[config.mk]
export PLATFORM = sky130hd
export DESIGN_NAME = acsq_top
export DESIGN_NICKNAME = d
export VERILOG_FILES = /design/src/pkg/acsq_pkg.sv /design/src/logic/acsq_sync.sv /design/src/logic/acsq_sar.sv /design/src/logic/acsq_top.sv
export SDC_FILE = /design/constraint.sdc
export NUM_CORES = 1
export LEC_CHECK = 0
export ABC_AREA = 1
export BUFFER_PORTS_ARGS = -buffer_cell sky130_fd_sc_hd__buf_2
export CAP_MARGIN = 30
export CORE_MARGIN = 8
export CORE_UTILIZATION = 59
export DETAILED_ROUTE_END_ITERATION = 7
export MAX_ROUTING_LAYER = met4
export PLACE_DENSITY = 0.82
export SETUP_SLACK_MARGIN = 0.2
export SLEW_MARGIN = 10
export SYNTH_ARGS = -nofsm -noshare
export SYNTH_HDL_FRONTEND = slang
export SYNTH_SLANG_ARGS = --single-unit
[constraint.sdc]
create_clock -name hclk -period 2.5 [get_ports hclk]
set_clock_uncertainty 0.05 [all_clocks]
set_input_delay 0.375 -clock hclk [delete_from_list [all_inputs] [get_ports hclk]]
set_output_delay 0.375 -clock hclk [all_outputs]
set_load 0.03 [all_outputs]
[src/pkg/acsq_pkg.sv]
// Register map, field layout, states and timing of the conversion sequencer
package acsq_pkg;

	localparam int unsigned NCH = 4;
	localparam int unsigned RES = 10;

	// Byte addresses of the word registers
	localparam logic [7:0] OFS_CSR  = 8'h00;
	localparam logic [7:0] OFS_ETC  = 8'h04;
	localparam logic [7:0] OFS_IEG  = 8'h08;
	localparam logic [7:0] OFS_DAT0 = 8'h10;

	// converter_control_status fields
	localparam int unsigned CSR_FLAG  = 7;
	localparam int unsigned CSR_IEN   = 6;
	localparam int unsigned CSR_START = 5;
	localparam int unsigned CSR_SCAN  = 4;
	localparam int unsigned CSR_SPD   = 3;
	localparam int unsigned CSR_CH_HI = 2;
	localparam int unsigned CSR_CH_LO = 0;

	// external_trigger_control fields
	localparam int unsigned ETC_TRIGGER_ENABLE  = 7;
	localparam int unsigned ETC_RSV0  = 0;
	localparam logic [5:0]  ETC_ONES  = 6'h3F;

	// interrupt_edge_select_reg field
	localparam int unsigned IEG_EDGE  = 5;

	localparam logic [RES-1:0] SAR_MID = 10'h200;
	localparam logic [1:0]     HTRANS_NONSEQ = 2'h2;
	localparam logic [2:0]     HSIZE_WORD    = 3'h2;

	// Times in converter states; one state is one hclk cycle
	localparam int unsigned STATE_CYC = 1;
	localparam int unsigned T_DLY_MIN_S = 6;
	localparam int unsigned T_DLY_MIN_F = 4;
	localparam int unsigned T_RPT_S = 3;
	localparam int unsigned T_RPT_F = 1;
	localparam int unsigned SAMPLING_TIME_S = 31;
	localparam int unsigned SAMPLING_TIME_F = 15;
	localparam int unsigned T_CNV_S = 94;
	localparam int unsigned T_CNV_F = 50;
	localparam int unsigned T_BIT_S = 9;
	localparam int unsigned T_BIT_F = 5;

	localparam logic [7:0] CYC_DLY_MIN_S = 8'(T_DLY_MIN_S * STATE_CYC);
	localparam logic [7:0] CYC_DLY_MIN_F = 8'(T_DLY_MIN_F * STATE_CYC);
	localparam logic [7:0] CYC_RPT_S = 8'(T_RPT_S * STATE_CYC);
	localparam logic [7:0] CYC_RPT_F = 8'(T_RPT_F * STATE_CYC);
	localparam logic [7:0] CYC_SPL_S = 8'(SAMPLING_TIME_S * STATE_CYC);
	localparam logic [7:0] CYC_SPL_F = 8'(SAMPLING_TIME_F * STATE_CYC);
	localparam logic [7:0] CYC_CNV_S = 8'(T_CNV_S * STATE_CYC);
	localparam logic [7:0] CYC_CNV_F = 8'(T_CNV_F * STATE_CYC);
	localparam logic [3:0] CYC_BIT_S = 4'(T_BIT_S * STATE_CYC);
	localparam logic [3:0] CYC_BIT_F = 4'(T_BIT_F * STATE_CYC);

	typedef enum logic [1:0]
	{
		ST_IDLE   = 2'h0,
		ST_DELAY  = 2'h1,
		ST_SAMPLE = 2'h3,
		ST_CONV   = 2'h2
	} acsq_state_e;

	typedef enum logic [2:0]
	{
		SEL_NONE = 3'h0,
		SEL_CSR  = 3'h1,
		SEL_ETC  = 3'h2,
		SEL_IEG  = 3'h3,
		SEL_DAT  = 3'h4
	} acsq_sel_e;

endpackage

[src/logic/acsq_sync.sv]
// Three-stage pin synchroniser; the level moves once stages two and three agree
`timescale 1ns/1ps
module acsq_sync
	import acsq_pkg::*;
#(
	parameter logic RST_VAL = 1'b1
)
(
	input  wire logic hclk,
	input  wire logic hresetn,
	input  wire logic pin_in,
	output logic      level_out
);

	logic [2:0] sh_r;

	always_ff @(posedge hclk or negedge hresetn)
	begin
		if (!hresetn)
			sh_r <= {3{RST_VAL}};
		else
			sh_r <= {sh_r[1:0], pin_in};
	end

	always_ff @(posedge hclk or negedge hresetn)
	begin
		if (!hresetn)
			level_out <= RST_VAL;
		else if (sh_r[1] == sh_r[2])
			level_out <= sh_r[2];
	end

endmodule

[src/logic/acsq_sar.sv]
// Successive-approximation register: one bit decided per bit_en pulse
`timescale 1ns/1ps
module acsq_sar
	import acsq_pkg::*;
(
	input  wire logic           hclk,
	input  wire logic           hresetn,
	input  wire logic           start,
	input  wire logic           bit_en,
	input  wire logic           cmp_above,
	output logic [RES-1:0]      code
);

	logic [3:0] idx_r;

	// Trial bit stays when the input is at or above the DAC level
	always_ff @(posedge hclk or negedge hresetn)
	begin
		if (!hresetn)
		begin
			code  <= '0;
			idx_r <= '0;
		end
		else if (start)
		begin
			code  <= SAR_MID;
			idx_r <= 4'(RES - 1);
		end
		else if (bit_en)
		begin
			if (!cmp_above)
				code[idx_r] <= 1'b0;
			if (idx_r != 4'h0)
			begin
				code[idx_r - 4'h1] <= 1'b1;
				idx_r              <= idx_r - 4'h1;
			end
		end
	end

endmodule

[src/logic/acsq_top.sv]
// Conversion sequencer of a 10-bit SAR converter with AHB-Lite registers
//
// Functional notes
// - Trigger enable bit 7 set: trigger pin edge starts conversion; clear: ignored.
// - Active trigger edge comes from the edge-select register, not trigger control.
// - Trigger control bits 6..1 read as ones and ignore writes.
// - Results by 10-bit successive approximation; single and scan modes.
// - Single mode: one conversion of the selected channel per start.
// - Single mode: result goes to that channel's data register.
// - Single mode: completion sets end flag; interrupt if enabled.
// - Single mode: start holds during conversion, self-clears, then idle.
// - Scan mode: convert the group in order from the first channel.
// - Scan mode: each result stored in its channel register before moving.
// - Scan mode: group end sets flag, interrupt if enabled, restarts group.
// - Scan mode: start never self-clears; repeat until software clears.
// - Start delay, then sampling, then conversion, all within total time.
// - First conversion: delay 6-9/4-5, sampling 31/15, total 131-134/69-70.
// - Later scan conversions take fixed 128 or 66 states.
// - Enabled trigger edge sets start; then behaves as software start.
// - End flag clears only on writing 0 after reading it as 1.
// - Mode bit: 0 single, 1 scan.
//
// The AHB-Lite interface to the registers and the placing of the registers were left to the implementer.
`timescale 1ns/1ps
module acsq_top
	import acsq_pkg::*;
(
	input  wire logic        hclk,
	input  wire logic        hresetn,
	input  wire logic        hsel,
	input  wire logic [31:0] haddr,
	input  wire logic [1:0]  htrans,
	input  wire logic        hwrite,
	input  wire logic [2:0]  hsize,
	input  wire logic [31:0] hwdata,
	input  wire logic        hready,
	output logic             hreadyout,
	output logic             hresp,
	output logic [31:0]      hrdata,
	input  wire logic        conversion_trigger_pin_n,
	input  wire logic        cmp_above,
	output logic [RES-1:0]   dac_code,
	output logic             sample_hold,
	output logic [1:0]       mux_channel,
	output logic             conversion_end_irq
);

	function automatic acsq_sel_e reg_sel(input logic [7:0] a);
		if (a == OFS_CSR)
			return SEL_CSR;
		else if (a == OFS_ETC)
			return SEL_ETC;
		else if (a == OFS_IEG)
			return SEL_IEG;
		else if (a[7:4] == OFS_DAT0[7:4] && a[1:0] == 2'h0)
			return SEL_DAT;
		else
			return SEL_NONE;
	endfunction

	// Bus data phase
	logic             dp_wr_r;
	logic             dp_rd_r;
	logic [7:0]       dp_addr_r;
	logic             rd_hold_r;
	logic             addr_ok;
	logic             wr_csr;
	logic             wr_etc;
	logic             wr_ieg;
	logic             rd_load;
	logic [31:0]      rd_val;

	// Register fields
	logic             flag_r;
	logic             seen_r;
	logic             ien_r;
	logic             start_r;
	logic             scan_r;
	logic             spd_r;
	logic [2:0]       chsel_r;
	logic             trigger_enable_r;
	logic             etc_b0_r;
	logic             edge_sel_r;
	logic [RES-1:0]   dat_r [NCH];

	// Sequencer
	acsq_state_e      state_r;
	logic [7:0]       cnt_r;
	logic [3:0]       divc_r;
	logic [1:0]       phase_r;
	logic [1:0]       cur_ch_r;
	logic [7:0]       first_dly;
	logic [7:0]       rpt_dly;
	logic [7:0]       spl_len;
	logic [7:0]       cnv_len;
	logic [3:0]       bit_len;
	logic             conv_end;
	logic             group_end;
	logic             sar_start;
	logic             bit_en;
	logic             flag_set;
	logic             flag_clr;

	// Trigger
	logic             trig_lvl;
	logic             trig_d_r;
	logic             trig_evt;

	assign addr_ok = hsel && hready && htrans == HTRANS_NONSEQ
		&& hsize == HSIZE_WORD;

	always_ff @(posedge hclk or negedge hresetn)
	begin
		if (!hresetn)
		begin
			dp_wr_r   <= 1'b0;
			dp_rd_r   <= 1'b0;
			dp_addr_r <= '0;
		end
		else if (hready)
		begin
			dp_wr_r   <= addr_ok && hwrite;
			dp_rd_r   <= addr_ok && !hwrite;
			dp_addr_r <= haddr[7:0];
		end
	end

	// One wait state on reads so a write just before has landed
	always_ff @(posedge hclk or negedge hresetn)
	begin
		if (!hresetn)
			rd_hold_r <= 1'b0;
		else
			rd_hold_r <= dp_rd_r && !rd_hold_r;
	end

	assign rd_load   = dp_rd_r && !rd_hold_r;
	assign hreadyout = !rd_load;
	assign hresp     = 1'b0;

	assign wr_csr = dp_wr_r && reg_sel(dp_addr_r) == SEL_CSR;
	assign wr_etc = dp_wr_r && reg_sel(dp_addr_r) == SEL_ETC;
	assign wr_ieg = dp_wr_r && reg_sel(dp_addr_r) == SEL_IEG;

	always_comb
	begin
		rd_val = '0;
		unique case (reg_sel(dp_addr_r))
			SEL_CSR:
				rd_val[7:0] = {flag_r, ien_r, start_r, scan_r, spd_r, chsel_r};
			SEL_ETC:
				rd_val[7:0] = {trigger_enable_r, ETC_ONES, etc_b0_r};
			SEL_IEG:
				rd_val[IEG_EDGE] = edge_sel_r;
			SEL_DAT:
				rd_val[RES-1:0] = dat_r[dp_addr_r[3:2]];
			SEL_NONE:
				rd_val = '0;
		endcase
	end

	always_ff @(posedge hclk or negedge hresetn)
	begin
		if (!hresetn)
			hrdata <= '0;
		else if (rd_load)
			hrdata <= rd_val;
	end

	// Plain control fields
	always_ff @(posedge hclk or negedge hresetn)
	begin
		if (!hresetn)
		begin
			ien_r   <= 1'b0;
			scan_r  <= 1'b0;
			spd_r   <= 1'b0;
			chsel_r <= '0;
		end
		else if (wr_csr)
		begin
			ien_r   <= hwdata[CSR_IEN];
			scan_r  <= hwdata[CSR_SCAN];
			spd_r   <= hwdata[CSR_SPD];
			chsel_r <= hwdata[CSR_CH_HI:CSR_CH_LO];
		end
	end

	// Bits 6..1 have no storage, so writes there vanish
	always_ff @(posedge hclk or negedge hresetn)
	begin
		if (!hresetn)
		begin
			trigger_enable_r   <= 1'b0;
			etc_b0_r <= 1'b0;
		end
		else if (wr_etc)
		begin
			trigger_enable_r   <= hwdata[ETC_TRIGGER_ENABLE];
			etc_b0_r <= hwdata[ETC_RSV0];
		end
	end

	always_ff @(posedge hclk or negedge hresetn)
	begin
		if (!hresetn)
			edge_sel_r <= 1'b0;
		else if (wr_ieg)
			edge_sel_r <= hwdata[IEG_EDGE];
	end

	// External trigger
	acsq_sync #(
		.RST_VAL   (1'b1)
	) u_trig_sync (
		.hclk      (hclk),
		.hresetn   (hresetn),
		.pin_in    (conversion_trigger_pin_n),
		.level_out (trig_lvl)
	);

	always_ff @(posedge hclk or negedge hresetn)
	begin
		if (!hresetn)
			trig_d_r <= 1'b1;
		else
			trig_d_r <= trig_lvl;
	end

	// Edge select 0 is the falling edge, 1 the rising edge
	assign trig_evt = trigger_enable_r && (edge_sel_r ? (!trig_d_r && trig_lvl)
		: (trig_d_r && !trig_lvl));

	// Start bit: a set from software or trigger wins over the self-clear
	always_ff @(posedge hclk or negedge hresetn)
	begin
		if (!hresetn)
			start_r <= 1'b0;
		else if (trig_evt)
			start_r <= 1'b1;
		else if (wr_csr)
			start_r <= hwdata[CSR_START];
		else if (conv_end && !scan_r)
			start_r <= 1'b0;
	end

	// End flag with read-then-write-zero clearing
	assign flag_set = conv_end && group_end;
	assign flag_clr = wr_csr && !hwdata[CSR_FLAG] && seen_r;

	always_ff @(posedge hclk or negedge hresetn)
	begin
		if (!hresetn)
			flag_r <= 1'b0;
		else if (flag_set)
			flag_r <= 1'b1;
		else if (flag_clr)
			flag_r <= 1'b0;
	end

	always_ff @(posedge hclk or negedge hresetn)
	begin
		if (!hresetn)
			seen_r <= 1'b0;
		else if (flag_set || flag_clr)
			seen_r <= 1'b0;
		else if (rd_load && reg_sel(dp_addr_r) == SEL_CSR && flag_r)
			seen_r <= 1'b1;
	end

	always_ff @(posedge hclk or negedge hresetn)
	begin
		if (!hresetn)
			conversion_end_irq <= 1'b0;
		else
			conversion_end_irq <= flag_r && ien_r;
	end

	// Phase of the write against a free prescaler sets the start delay
	always_ff @(posedge hclk or negedge hresetn)
	begin
		if (!hresetn)
			phase_r <= '0;
		else
			phase_r <= phase_r + 2'h1;
	end

	always_comb
	begin
		if (spd_r)
		begin
			first_dly = CYC_DLY_MIN_F + {7'h0, phase_r[0]};
			rpt_dly   = CYC_RPT_F;
			spl_len   = CYC_SPL_F;
			cnv_len   = CYC_CNV_F;
			bit_len   = CYC_BIT_F;
		end
		else
		begin
			first_dly = CYC_DLY_MIN_S + {6'h0, phase_r};
			rpt_dly   = CYC_RPT_S;
			spl_len   = CYC_SPL_S;
			cnv_len   = CYC_CNV_S;
			bit_len   = CYC_BIT_S;
		end
	end

	assign conv_end  = state_r == ST_CONV && cnt_r == 8'h0;
	assign sar_start = state_r == ST_SAMPLE && cnt_r == 8'h0;
	assign bit_en    = state_r == ST_CONV && divc_r == bit_len - 4'h1;
	assign group_end = !scan_r || cur_ch_r == chsel_r[1:0];

	// Idle cycle counts as the first delay state
	always_ff @(posedge hclk or negedge hresetn)
	begin
		if (!hresetn)
		begin
			state_r <= ST_IDLE;
			cnt_r   <= '0;
		end
		else if (!start_r)
		begin
			state_r <= ST_IDLE;
			cnt_r   <= '0;
		end
		else
		begin
			unique case (state_r)
				ST_IDLE:
				begin
					state_r <= ST_DELAY;
					cnt_r   <= first_dly - 8'h2;
				end
				ST_DELAY:
				begin
					if (cnt_r == 8'h0)
					begin
						state_r <= ST_SAMPLE;
						cnt_r   <= spl_len - 8'h1;
					end
					else
						cnt_r <= cnt_r - 8'h1;
				end
				ST_SAMPLE:
				begin
					if (cnt_r == 8'h0)
					begin
						state_r <= ST_CONV;
						cnt_r   <= cnv_len - 8'h1;
					end
					else
						cnt_r <= cnt_r - 8'h1;
				end
				ST_CONV:
				begin
					if (cnt_r != 8'h0)
						cnt_r <= cnt_r - 8'h1;
					else if (scan_r)
					begin
						state_r <= ST_DELAY;
						cnt_r   <= rpt_dly - 8'h1;
					end
					else
						state_r <= ST_IDLE;
				end
			endcase
		end
	end

	always_ff @(posedge hclk or negedge hresetn)
	begin
		if (!hresetn)
			sample_hold <= 1'b0;
		else
			sample_hold <= start_r && (state_r == ST_SAMPLE && cnt_r != 8'h0
				|| state_r == ST_DELAY && cnt_r == 8'h0);
	end

	// Bit-rate enable divider; first decision lands bit_len - 2 into CONV
	always_ff @(posedge hclk or negedge hresetn)
	begin
		if (!hresetn)
			divc_r <= '0;
		else if (state_r != ST_CONV)
			divc_r <= 4'h1;
		else if (bit_en)
			divc_r <= '0;
		else
			divc_r <= divc_r + 4'h1;
	end

	acsq_sar u_sar (
		.hclk      (hclk),
		.hresetn   (hresetn),
		.start     (sar_start),
		.bit_en    (bit_en),
		.cmp_above (cmp_above),
		.code      (dac_code)
	);

	// Channel walk; the group always begins at the first input
	always_ff @(posedge hclk or negedge hresetn)
	begin
		if (!hresetn)
			cur_ch_r <= '0;
		else if (state_r == ST_IDLE)
			cur_ch_r <= scan_r ? 2'h0 : chsel_r[1:0];
		else if (conv_end && scan_r)
			cur_ch_r <= group_end ? 2'h0 : cur_ch_r + 2'h1;
	end

	assign mux_channel = cur_ch_r;

	genvar gi;
	generate
		for (gi = 0; gi < NCH; gi++)
		begin : g_dat
			always_ff @(posedge hclk or negedge hresetn)
			begin
				if (!hresetn)
					dat_r[gi] <= '0;
				else if (conv_end && cur_ch_r == 2'(gi))
					dat_r[gi] <= dac_code;
			end
		end
	endgenerate

endmodule

==> impl_metrics.env, run 1 <==
export IMPL_cts_sinks=112
export IMPL_critPathMaxFanout=13
export IMPL_cap_violations=0
export IMPL_p_sw_mw=2.562
export IMPL_min_period_ns=1.924
export IMPL_crit_chain="inv_1, ha_1, nand2_1, nor2_4, nand2_1, inv_1, nor2_1, nand2_1, o21ai_1"
export IMPL_h_tree_depth=3
export IMPL_rows=36
export IMPL_met1_length_mm=5.798
export IMPL_netlist_area_mm2=0.005753
export IMPL_wl_mm=13.27
export IMPL_grt_ovfl_total=0
export IMPL_cts_resized=0
export IMPL_seq_area_mm2=0.002809
export IMPL_p_per_area_mw_per_mm2=960.5
export IMPL_slew_viol_final=0
export IMPL_ys_types=42
export IMPL_power_internal_mw=3.389
export IMPL_clk_latency_ns=0.38
export IMPL_worstSetupEndpointType="register"
export IMPL_tightest_slew_ns=0.6404
export IMPL_crit_required_ns=2.71
export IMPL_netlist_top_cells_area="dfrtp_1 (47%), nand2_1 (13%), nand3_1 (4.5%), o21ai_1 (4.3%), inv_1 (4.3%)"
export IMPL_netlist_instances=699
export IMPL_ant_nets=0
export IMPL_multiInputGateArea_mm2=0.002432
export IMPL_core_mm2=0.009639
export IMPL_path_clk_slew_ns=0.11
export IMPL_synth_top_area_frac=0.4654
export IMPL_cp_common_cell="nand2_1"
export IMPL_cts_buffers=9
export IMPL_synth_avg_cell_area_um2=8.230
export IMPL_dr_pass1_iters=5
export IMPL_syn_to_final_growth_pct=7.699
export IMPL_seq_area_frac_synth=0.4883
export IMPL_num_vias=4778
export IMPL_diodes=0
export IMPL_hp_class="input port to register"
export IMPL_initialDrtViolationCount=399
export IMPL_cts_path_max_buffers=2
export IMPL_arrival_ns=2.14
export IMPL_status="finished, final reports clean"
export IMPL_power_total_mw=5.951
export IMPL_grt_max_degree=58
export IMPL_critPathSlowestCell="dfrtp_1"
export IMPL_wl_met2_mm=6.353
export IMPL_finalSetupViolCount=0
export IMPL_max_slew_margin_rel=0.5698
export IMPL_setup_tns_ns=0
export IMPL_grt_pass1_wl_mm=22.01
export IMPL_start_kind="register"
export IMPL_power_frac_seq=0.452
export IMPL_wl_per_cell_um=14.97
export IMPL_final_period_utilization=0.7698
export IMPL_fmax_mhz=519.6
export IMPL_yosysTopAreaCell="dfrtp_1"
export IMPL_nets=837
export IMPL_io_pins=124
export IMPL_clock_root_buffer="clkbuf_8"
export IMPL_dr_max_layer_used="met4"
export IMPL_place_hpwl_mm=9.875
export IMPL_die_x_um=114.7
export IMPL_antenna_found_initial=0
export IMPL_drcViolationCount=0
export IMPL_die_h_um=114.7
export IMPL_start_util=0.5968
export IMPL_met3WireLength_um=819
export IMPL_p_leak_nw=3.166
export IMPL_port_buffers=52
export IMPL_clkPwrFrac=0.171
export IMPL_tritoncts="done"
export IMPL_swShare=0.4305
export IMPL_critPathTopFamily="simple AND/OR/NAND/NOR gates"
export IMPL_timing_critical_path_buf_inv=2
export IMPL_grt_usage=0.2173
export IMPL_ir_drop_mv=0.6498
export IMPL_max_stage_delay_ns=0.44
export IMPL_grt_pass1_vias=4573
export IMPL_routabilityCongestion=0.9001
export IMPL_ys_seq_elements=112
export IMPL_synth_warnings=0
export IMPL_hold_viol_final=0
export IMPL_viasPerCell=5.393
export IMPL_die_area_mm2=0.01317
export IMPL_worstSetupPathType="register to register"
export IMPL_filler_cell_count=826
export IMPL_drive_above_1_share=0.1461
export IMPL_rsz0062_at_grt="no"
export IMPL_comb_power_share=0.377
## logic make-up after synthesis
group / count (synthesis) / synth area share
other: 1 / 0.0006518
and+or+nand+nor: 339 / 0.2610
buffers and inverters: 115 / 0.1033
AOI/OAI and AO/OA: 111 / 0.1048
xor gates and xnor gates: 7 / 0.01196
adders and majority gates: 14 / 0.03001
DFF: 112 / 0.4883
## per-layer routing
| metal | GRT usage | vias to the layer above |
|---|---|---|
| li1 | - | 2306 |
| met1 | 0.2771 | 2273 |
| met3 | 0.03414 | 23 |
| met5 | - | - |
| met2 | 0.3450 | 176 |
| met4 | 0.08056 | 0 |
## cell usage after synthesis, drive strengths merged
cell type,count
a211oi,2
a21boi,1
a21oi,16
a22oi,2
a31oi,2
buf,42
clkbuf,3
conb,1
dfrtp,107
dfstp,5
ha,13
inv,70
maj3,1
nand2,212
nand3,54
nand3b,1
nand4,8
nor2,54
nor3,8
nor4,2
o2111ai,1
o211ai,6
o21ai,79
o221ai,1
o22ai,1
xnor2,3
xor2,4
## metrics by stage
stage / cells / util / setup WS (ns) / hold slack [ns] / cell area [um2]
2_1_floorplan: 721 / - / 0.9866 / 0.02941 / 5836
3_3_place_gp: 869 / 0.6231 / 0.7069 / 0.3013 / 6006
3_5_place_dp: 869 / 0.6231 / 0.6052 / 0.2988 / 6006
4_1_cts: 886 / 0.6428 / 0.5774 / 0.02211 / 6196
5_1_grt: 886 / 0.6428 / 0.4235 / 0.004098 / 6196
6_report: 886 / 0.6428 / 0.5756 / 0.03066 / 6196
## worst paths after layout
check	slack (ns)	cells after the start	from	endpoint
min	0.03	1	conversion_trigger_pin_n	u_trig_sync.sh_r[0]$_DFF_PN1_
max	0.58	9	cnt_r[0]$_DFFE_PN0P_	u_sar.idx_r[2]$_DFFE_PN0P_
min in group asynchronous	0.47	2	hresetn	cnt_r[3]$_DFFE_PN0P_
max in group asynchronous	1.24	3	hresetn	dat_r[34]$_DFFE_PN0P_
min reg2reg	0.31	0	u_trig_sync.sh_r[0]$_DFF_PN1_	u_trig_sync.sh_r[1]$_DFF_PN1_
max reg2reg	0.58	9	cnt_r[0]$_DFFE_PN0P_	u_sar.idx_r[2]$_DFFE_PN0P_
## flip-flops by register name (all words and copies together), names as in the netlist, 3 cells and up
name and count:
divc_r 4, cnt_r 8, u_sar.code 10, u_trig_sync.sh_r 3
dp_addr_r 8, dat_r 40, u_sar.idx_r 4, chsel_r 3
hrdata 10
## power by group through the flow
stage | clock network, mW | logic (mW) | registers [mW]
2_1_floorplan | 0 | 1.61 | 2.66
3_3_place_gp | 0 | 2.13 | 2.69
3_5_place_dp | 0 | 2.22 | 2.71
4_1_cts | 1.03 | 2.23 | 2.68
5_1_grt | 1.11 | 2.54 | 2.76
6_report | 1.02 | 2.24 | 2.69
## layout by cell type (no fill, tap or decap), drive strengths merged, types with 2 or more instances in the layout
cell type and instances:
nand3 54, clkinv 2, o21ai 79, a211oi 2
nand4 8, nor4 2, clkbuf 10, dfrtp 107
a22oi 2, conb 23, inv 73, buf 60
dfstp 5, ha 13, nand2 212, o211ai 6
nor2 54, a21oi 16, xnor2 3, xor2 4
a31oi 2, nor3 8
## cell type report
class | instances | share of cell area
flip-flops and latches | 112 | 0.4534
multi-input cells | 494 | 0.3926
repair buffers | 61 | 0.05574
inverters | 70 | 0.04241
well taps | 133 | 0.02686
clock buffers | 10 | 0.02060
clock inverters | 6 | 0.008481
## timing repair
| item | CTS | global route |
|---|---|---|
| buffers inserted | 0 | 0 |
| hold buffers | 1 | 0 |
| hold endpoints to repair | 35 | 0 |
| setup endpoints to repair | 0 | 0 |
Note: power is estimated with default switching activity, not from simulation.
==> inputs of run 2 (changes only) <==
--- a/config.mk
+++ b/config.mk
@@ -9,10 +9,10 @@
 export BUFFER_PORTS_ARGS = -buffer_cell sky130_fd_sc_hd__buf_2
 export CAP_MARGIN = 30
 export CORE_MARGIN = 8
-export CORE_UTILIZATION = 59
+export CORE_UTILIZATION = 50
 export DETAILED_ROUTE_END_ITERATION = 7
 export MAX_ROUTING_LAYER = met4
-export PLACE_DENSITY = 0.82
+export PLACE_DENSITY = 0.73
 export SETUP_SLACK_MARGIN = 0.2
 export SLEW_MARGIN = 10
 export SYNTH_ARGS = -nofsm -noshare
==> constraint.sdc (replaced) <==
create_clock -name hclk -period 1.65 [get_ports hclk]
set_clock_uncertainty 0.05 [all_clocks]
set_input_delay 0.2475 -clock hclk [delete_from_list [all_inputs] [get_ports hclk]]
set_output_delay 0.2475 -clock hclk [all_outputs]
set_load 0.03 [all_outputs]
==> impl_metrics.env, run 2 (same netlist as run 1, synthesis figures left out) <==
export IMPL_status="finished, final reports clean"
export IMPL_die_area_mm2=0.01519
export IMPL_min_period_ns=1.620
export IMPL_place_hpwl_mm=9.772
export IMPL_grt_pass1_vias=4822
export IMPL_die_h_um=123.3
export IMPL_layout_commonest_cell="nand2_1"
export IMPL_nets=904
export IMPL_critPathMaxFanout=7
export IMPL_dr_max_layer_used="met4"
export IMPL_dp_slack_ns=0.03058
export IMPL_max_stage_delay_ns=0.44
export IMPL_tritoncts="done"
export IMPL_syn_to_final_growth_pct=33.56
export IMPL_largest_register_ffs=40
export IMPL_critPathTopFamily="simple AND/OR/NAND/NOR gates"
export IMPL_worstSetupPathType="register to register"
export IMPL_cap_violations=0
export IMPL_grt_usage=0.1965
export IMPL_critPathSlowestCell="dfrtp_2"
export IMPL_fin_util=0.6787
export IMPL_slew_viol_final=0
export IMPL_finalSetupViolCount=0
export IMPL_timing_critical_path_buf_inv=2
export IMPL_port_buffers=52
export IMPL_finalWorstSetupSlack_ns=0.03047
export IMPL_layoutNonFillerInstCount=962
export IMPL_path_clk_slew_ns=0.07
export IMPL_crit_chain="nor2_4, nand2_2, nor2_4, buf_12, buf_8, nand3b_1, nand3_1, a21oi_2"
export IMPL_antenna_found_initial=0
export IMPL_met3WireLength_mm=1.134
export IMPL_diodes=0
export IMPL_p_leak_nw=3.813
export IMPL_core_mm2=0.01132
export IMPL_viasPerCell=5.395
export IMPL_rows=39
export IMPL_filler_cell_count=852
export IMPL_wl_met2_mm=8.041
export IMPL_wl_mm=15.98
export IMPL_dr_pass1_iters=5
export IMPL_drive_above_1_share=0.3541
export IMPL_clock_root_buffer="clkbuf_16"
export IMPL_start_kind="register"
export IMPL_die_x_um=123.3
export IMPL_layout_common_cells="nand2_1 (171), dfrtp_1 (103), inv_1 (50), buf_2 (50), buf_4 (41)"
export IMPL_reg_largest_list="dat_r: 40 flops, hrdata: 10 flops, u_sar.code: 10 flops"
export IMPL_fmax_mhz=617.5
export IMPL_ir_drop_mv=1.293
export IMPL_power_total_mw=10.84
export IMPL_start_util=0.5082
export IMPL_cp_common_cell="nor2_4"
export IMPL_grt_pass1_wl_mm=23.12
export IMPL_worstSetupEndpointType="register"
export IMPL_arrival_ns=1.80
export IMPL_grt_ovfl_total=0
export IMPL_dpl_cell_count=901
export IMPL_final_period_utilization=0.9815
export IMPL_drcViolationCount=0
export IMPL_crit_required_ns=1.83
export IMPL_met1_length_mm=6.313
export IMPL_hp_class="input port to register"
export IMPL_ant_nets=0
export IMPL_num_vias=5190
export IMPL_rsz0062_at_grt="yes"
export IMPL_cts_path_max_buffers=2
export IMPL_fin_area_mm2=0.007684
export IMPL_h_tree_depth=3
export IMPL_cts_buffers=9
export IMPL_hold_slack_ns=0.05397
export IMPL_clk_latency_ns=0.36
export IMPL_p_per_area_mw_per_mm2=1411
export IMPL_cts_sinks=112
export IMPL_wl_per_cell_um=16.61
export IMPL_placed_cell_area_mm2=0.006266
export IMPL_top_register="dat_r"
export IMPL_setup_tns_ns=0
export IMPL_initialDrtViolationCount=408
export IMPL_grt_max_degree=42
export IMPL_io_pins=124
export IMPL_routabilityCongestion=0.9501
export IMPL_hold_viol_final=0
run 2: area by class of cell:
cell class | instances | area (um2) | area share
timing repair buffer | 127 | 1126 | 0.1466
multi-input combinational | 495 | 3003 | 0.3908
sequential | 112 | 2814 | 0.3662
clock buffer | 10 | 239.0 | 0.03110
clock inverter | 5 | 40.04 | 0.005211
inverter | 70 | 282.8 | 0.03680
tap | 143 | 178.9 | 0.02329
run 2: timing repair:
| action | CTS | global route |
|---|---|---|
| hold buffers | 2 | 0 |
| gates cloned | 2 | 6 |
| pin swaps | 14 | 29 |
| setup buffers | 20 | 16 |
| resized for setup | 58 | 135 |
| endpoints found under the setup margin | 82 | 84 |
| hold endpoints to repair | 32 | 0 |
run 2: path summary, 6_finish.rpt:
path                                          startpoint                       endpoint  slack (ns)  cells after the start
max in group asynchronous                        hresetn  u_trig_sync.sh_r[0]$_DFF_PN1_        0.57                      3
max reg2reg                         cnt_r[2]$_DFFE_PN0P_           cnt_r[2]$_DFFE_PN0P_        0.03                      8
min in group asynchronous                        hresetn          dat_r[16]$_DFFE_PN0P_        0.34                      2
max                                 cnt_r[2]$_DFFE_PN0P_           cnt_r[2]$_DFFE_PN0P_        0.03                      8
min reg2reg                u_trig_sync.sh_r[0]$_DFF_PN1_  u_trig_sync.sh_r[1]$_DFF_PN1_        0.31                      0
min                                             haddr[0]       dp_addr_r[0]$_DFFE_PN0P_        0.05                      3
run 2: power breakdown:
| part | switching, mW | internal [mW] | total, mW | leakage (nW) |
|---|---|---|---|---|
| clock | 1.00 | 1.07 | 2.08 | 0.139 |
| combinational | 2.88 | 1.91 | 4.79 | 2.27 |
| sequential | 0.626 | 3.36 | 3.98 | 1.40 |
| total | 4.51 | 6.34 | 10.8 | 3.81 |
run 2: worst reg2reg max path: stages, from the launching register on:
cell	delay [ns]
dfrtp_2	0.44
nor2_4	0.19
nand2_2	0.09
nor2_4	0.13
buf_12	0.14
buf_8	0.10
nand3b_1	0.14
nand3_1	0.16
a21oi_2	0.06
run 2: routing by layer:
| metal | up-vias | track usage |
|---|---|---|
| met2 | 223 | 0.3241 |
| met4 | 0 | 0.06622 |
| met1 | 2478 | 0.2357 |
| li1 | 2447 | - |
| met5 | - | - |
| met3 | 42 | 0.04110 |
==> inputs of run 3 (changes only) <==
--- a/config.mk
+++ b/config.mk
@@ -5,14 +5,13 @@
 export SDC_FILE = /design/constraint.sdc
 export NUM_CORES = 1
 export LEC_CHECK = 0
-export ABC_AREA = 1
 export BUFFER_PORTS_ARGS = -buffer_cell sky130_fd_sc_hd__buf_2
 export CAP_MARGIN = 30
 export CORE_MARGIN = 8
-export CORE_UTILIZATION = 50
+export CORE_UTILIZATION = 59
 export DETAILED_ROUTE_END_ITERATION = 7
 export MAX_ROUTING_LAYER = met4
-export PLACE_DENSITY = 0.73
+export PLACE_DENSITY = 0.82
 export SETUP_SLACK_MARGIN = 0.2
 export SLEW_MARGIN = 10
 export SYNTH_ARGS = -nofsm -noshare
==> constraint.sdc (replaced) <==
create_clock -name hclk -period 1.9 [get_ports hclk]
set_clock_uncertainty 0.05 [all_clocks]
set_input_delay 0.285 -clock hclk [delete_from_list [all_inputs] [get_ports hclk]]
set_output_delay 0.285 -clock hclk [all_outputs]
set_load 0.03 [all_outputs]
==> impl_metrics.env, run 3 <==
export IMPL_hp_class="input port to register"
export IMPL_worstSetupEndpointType="register"
export IMPL_h_tree_depth=3
export IMPL_place_hpwl_mm=9.279
export IMPL_wl_mm=17.77
export IMPL_p_leak_nw=3.533
export IMPL_status="finished with violations"
export IMPL_clock_root_buffer="clkbuf_8"
export IMPL_worstSetupPathType="register to register"
export IMPL_power_internal_mw=5.852
export IMPL_core_mm2=0.009240
export IMPL_drive_above_1_share=0.4934
export IMPL_tightest_slew_ns=0.5399
export IMPL_die_area_mm2=0.01290
export IMPL_grt_usage=0.2641
export IMPL_synth_avg_cell_area_um2=11.78
export IMPL_path_clk_slew_ns=0.11
export IMPL_cts_buffers=9
export IMPL_synthArstFlopShare=1.000
export IMPL_cap_violations=0
export IMPL_yosysTopAreaCell="dfrtp_1"
export IMPL_largest_register_ffs=40
export IMPL_synth_warnings=0
export IMPL_violations="negative setup slack"
export IMPL_rsz0062_at_grt="yes"
export IMPL_layout_common_cells="dfrtp_1 (101), buf_2 (51), buf_4 (45)"
export IMPL_drcViolationCount=0
export IMPL_grt_ovfl_total=0
export IMPL_start_kind="register"
export IMPL_tritoncts="done"
export IMPL_viasPerCell=6.302
export IMPL_cp_common_cell="or4_4"
export IMPL_port_buffers=52
export IMPL_fmax_mhz=483.1
export IMPL_io_pins=124
export IMPL_seq_area_frac_synth=0.5000
export IMPL_swShare=0.3991
export IMPL_crit_chain="or4_4, or4_4, buf_4, a2bb2oi_1, o21ai_1"
export IMPL_layout_commonest_cell="dfrtp_1"
export IMPL_arrival_ns=2.34
export IMPL_ant_nets=0
export IMPL_setup_tns_ns=-1.565
export IMPL_diodes=0
export IMPL_final_period_utilization=1.090
export IMPL_netlist_instances=477
export IMPL_ys_seq_elements=112
export IMPL_finalSetupViolCount=27
export IMPL_clk_latency_ns=0.40
export IMPL_yosysMostFrequentCell="dfrtp_1"
export IMPL_comb_power_share=0.494
export IMPL_cts_sinks=112
export IMPL_start_util=0.6080
export IMPL_p_sw_mw=3.886
export IMPL_routabilityCongestion=0.9250
export IMPL_initialDrtViolationCount=378
export IMPL_p_per_area_mw_per_mm2=1293
export IMPL_synth_top_area_frac=0.4766
export IMPL_wl_per_cell_um=24.18
export IMPL_synth_main_ff_cell="dfrtp_1"
export IMPL_reg_largest_list="dat_r: 40 flops, hrdata: 10 flops, u_sar.code: 10 flops"
export IMPL_critPathMaxFanout=6
export IMPL_rows=35
export IMPL_regToRegSetupSlack_ns=-0.17
export IMPL_dp_slack_ns=-0.09280
export IMPL_slew_viol_final=0
export IMPL_ys_types=69
export IMPL_cts_path_max_buffers=2
export IMPL_fin_util=0.8152
export IMPL_hold_viol_final=0
export IMPL_grt_pass1_wl_mm=25.76
export IMPL_top_register="dat_r"
export IMPL_die_x_um=113.6
export IMPL_max_slew_margin_rel=0.6401
export IMPL_grt_pass1_vias=4652
export IMPL_grt_max_degree=47
export IMPL_crit_required_ns=2.17
export IMPL_antenna_found_initial=0
export IMPL_power_frac_seq=0.333
export IMPL_clkPwrFrac=0.174
export IMPL_min_period_ns=2.070
export IMPL_ys_top_cells_by_count="dfrtp_1 (107), mux2_2 (54), nand2_1 (30), buf_4 (23), inv_1 (20)"
export IMPL_max_stage_delay_ns=0.54
export IMPL_nets=690
export IMPL_netlist_area_mm2=0.005618
export IMPL_finalWorstSetupSlack_ns=-0.1701
export IMPL_num_vias=4632
export IMPL_die_h_um=113.6
export IMPL_dr_pass1_iters=5
export IMPL_critPathSlowestCell="or4_4"
export IMPL_syn_to_final_growth_pct=34.08
export IMPL_netlist_top_cells_area="dfrtp_1 (48%), mux2_2 (11%), mux4_2 (4.0%), buf_4 (3.1%), ha_1 (2.9%)"
export IMPL_synth_edf_count=0
export IMPL_ir_drop_mv=0.8176
==> run 3: changes by cell type in the layout (fill, tap and decap cells not counted), sizes merged, moves of 37 or more <==
| cell | delta |
|---|---|
| mux2 | +59 |
| nand3 | -37 |
| o21ai | -56 |
| nand2 | -174 |
| inv | -48 |
| nor2 | -37 |
==> run 3: power by group through the flow <==
stage	Combinational, mW	Sequential, mW	Clock (mW)
6_report	4.81	3.24	1.69
5_1_grt	5.04	3.27	1.79
4_1_cts	3.97	3.15	1.67
3_5_place_dp	3.00	3.18	0
3_3_place_gp	2.93	3.15	0
2_1_floorplan	2.01	3.21	0
==> run 3: timing repair <==
item                                   in CTS  in global routing
pin swaps                                  30                 17
cloned                                      6                  0
hold buffers                                2                  0
setup endpoints to repair                  81                 84
buffers inserted                           25                  7
endpoints found under the hold margin      32                  0
gates resized for setup                   101                 38
==> run 3: path summary, 6_finish.rpt <==
check                      cells past startpoint                           from                            end
setup / recovery                               5       dp_addr_r[0]$_DFFE_PN0P_          hrdata[6]$_DFFE_PN0P_
hold / removal                                 2                      hwdata[3]              spd_r$_DFFE_PN0N_
setup reg to reg                               5       dp_addr_r[0]$_DFFE_PN0P_          hrdata[6]$_DFFE_PN0P_
hold reg to reg                                0  u_trig_sync.sh_r[0]$_DFF_PN1_  u_trig_sync.sh_r[1]$_DFF_PN1_
max in group asynchronous                      3                        hresetn       dp_addr_r[2]$_DFFE_PN0P_
min in group asynchronous                      2                        hresetn           dat_r[1]$_DFFE_PN0P_
==> run 3: cell type report <==
type | instances | area (um2)
Sequential cell | 112 | 2816
Inverter | 20 | 75.07
Timing Repair Buffer | 127 | 1007
Clock inverter | 6 | 97.59
Clock buffer | 10 | 137.6
Tap cell | 129 | 161.4
Multi-Input combinational cell | 331 | 3237
Fill cell | 436 | 1708
==> run 3: metrics by stage <==
step | hold WS [ns] | instances | power (mW) | instance area (um2)
6_report | 0.06880 | 735 | 9.738 | 7532
5_1_grt | 0.05180 | 735 | 10.10 | 7532
4_1_cts | 0.06797 | 728 | 8.796 | 7301
3_5_place_dp | 0.2316 | 679 | 6.171 | 6361
3_3_place_gp | 0.2301 | 679 | 6.081 | 6361
2_1_floorplan | -0.06059 | 499 | 5.226 | 5884
==> run 3: critical path: cells and delay by family (launching register included) <==
kind / cells / cell delay, ns
flip-flops: 1 / 0.41
AO/OA/AOI/OAI: 2 / 0.31
buffers and inverters: 1 / 0.20
AND/OR/NAND/NOR: 2 / 1.03
==> run 3: cell families (layout without fill, tap and decap cells) <==
family	count (synthesis)	count (layout)	synth area share
and+or+nand+nor	122	127	0.1238
DFF	112	112	0.5000
AOI/OAI and AO/OA	86	86	0.1060
muxes	72	72	0.1637
buffers and inverters	61	163	0.06102
adders and majority gates	14	14	0.03074
xor gates and xnor gates	9	9	0.01403
other	1	23	0.0006675
==> run 3: per-layer routing <==
| layer | up-vias | track usage | part of all wire |
|---|---|---|---|
| met3 | 96 | 0.06233 | 0.073 |
| li1 | 1940 | - | - |
| met4 | 0 | 0.1306 | 0.056 |
| met1 | 2296 | 0.3027 | 0.37 |
| met2 | 300 | 0.4288 | 0.50 |
| met5 | - | - | 0 |
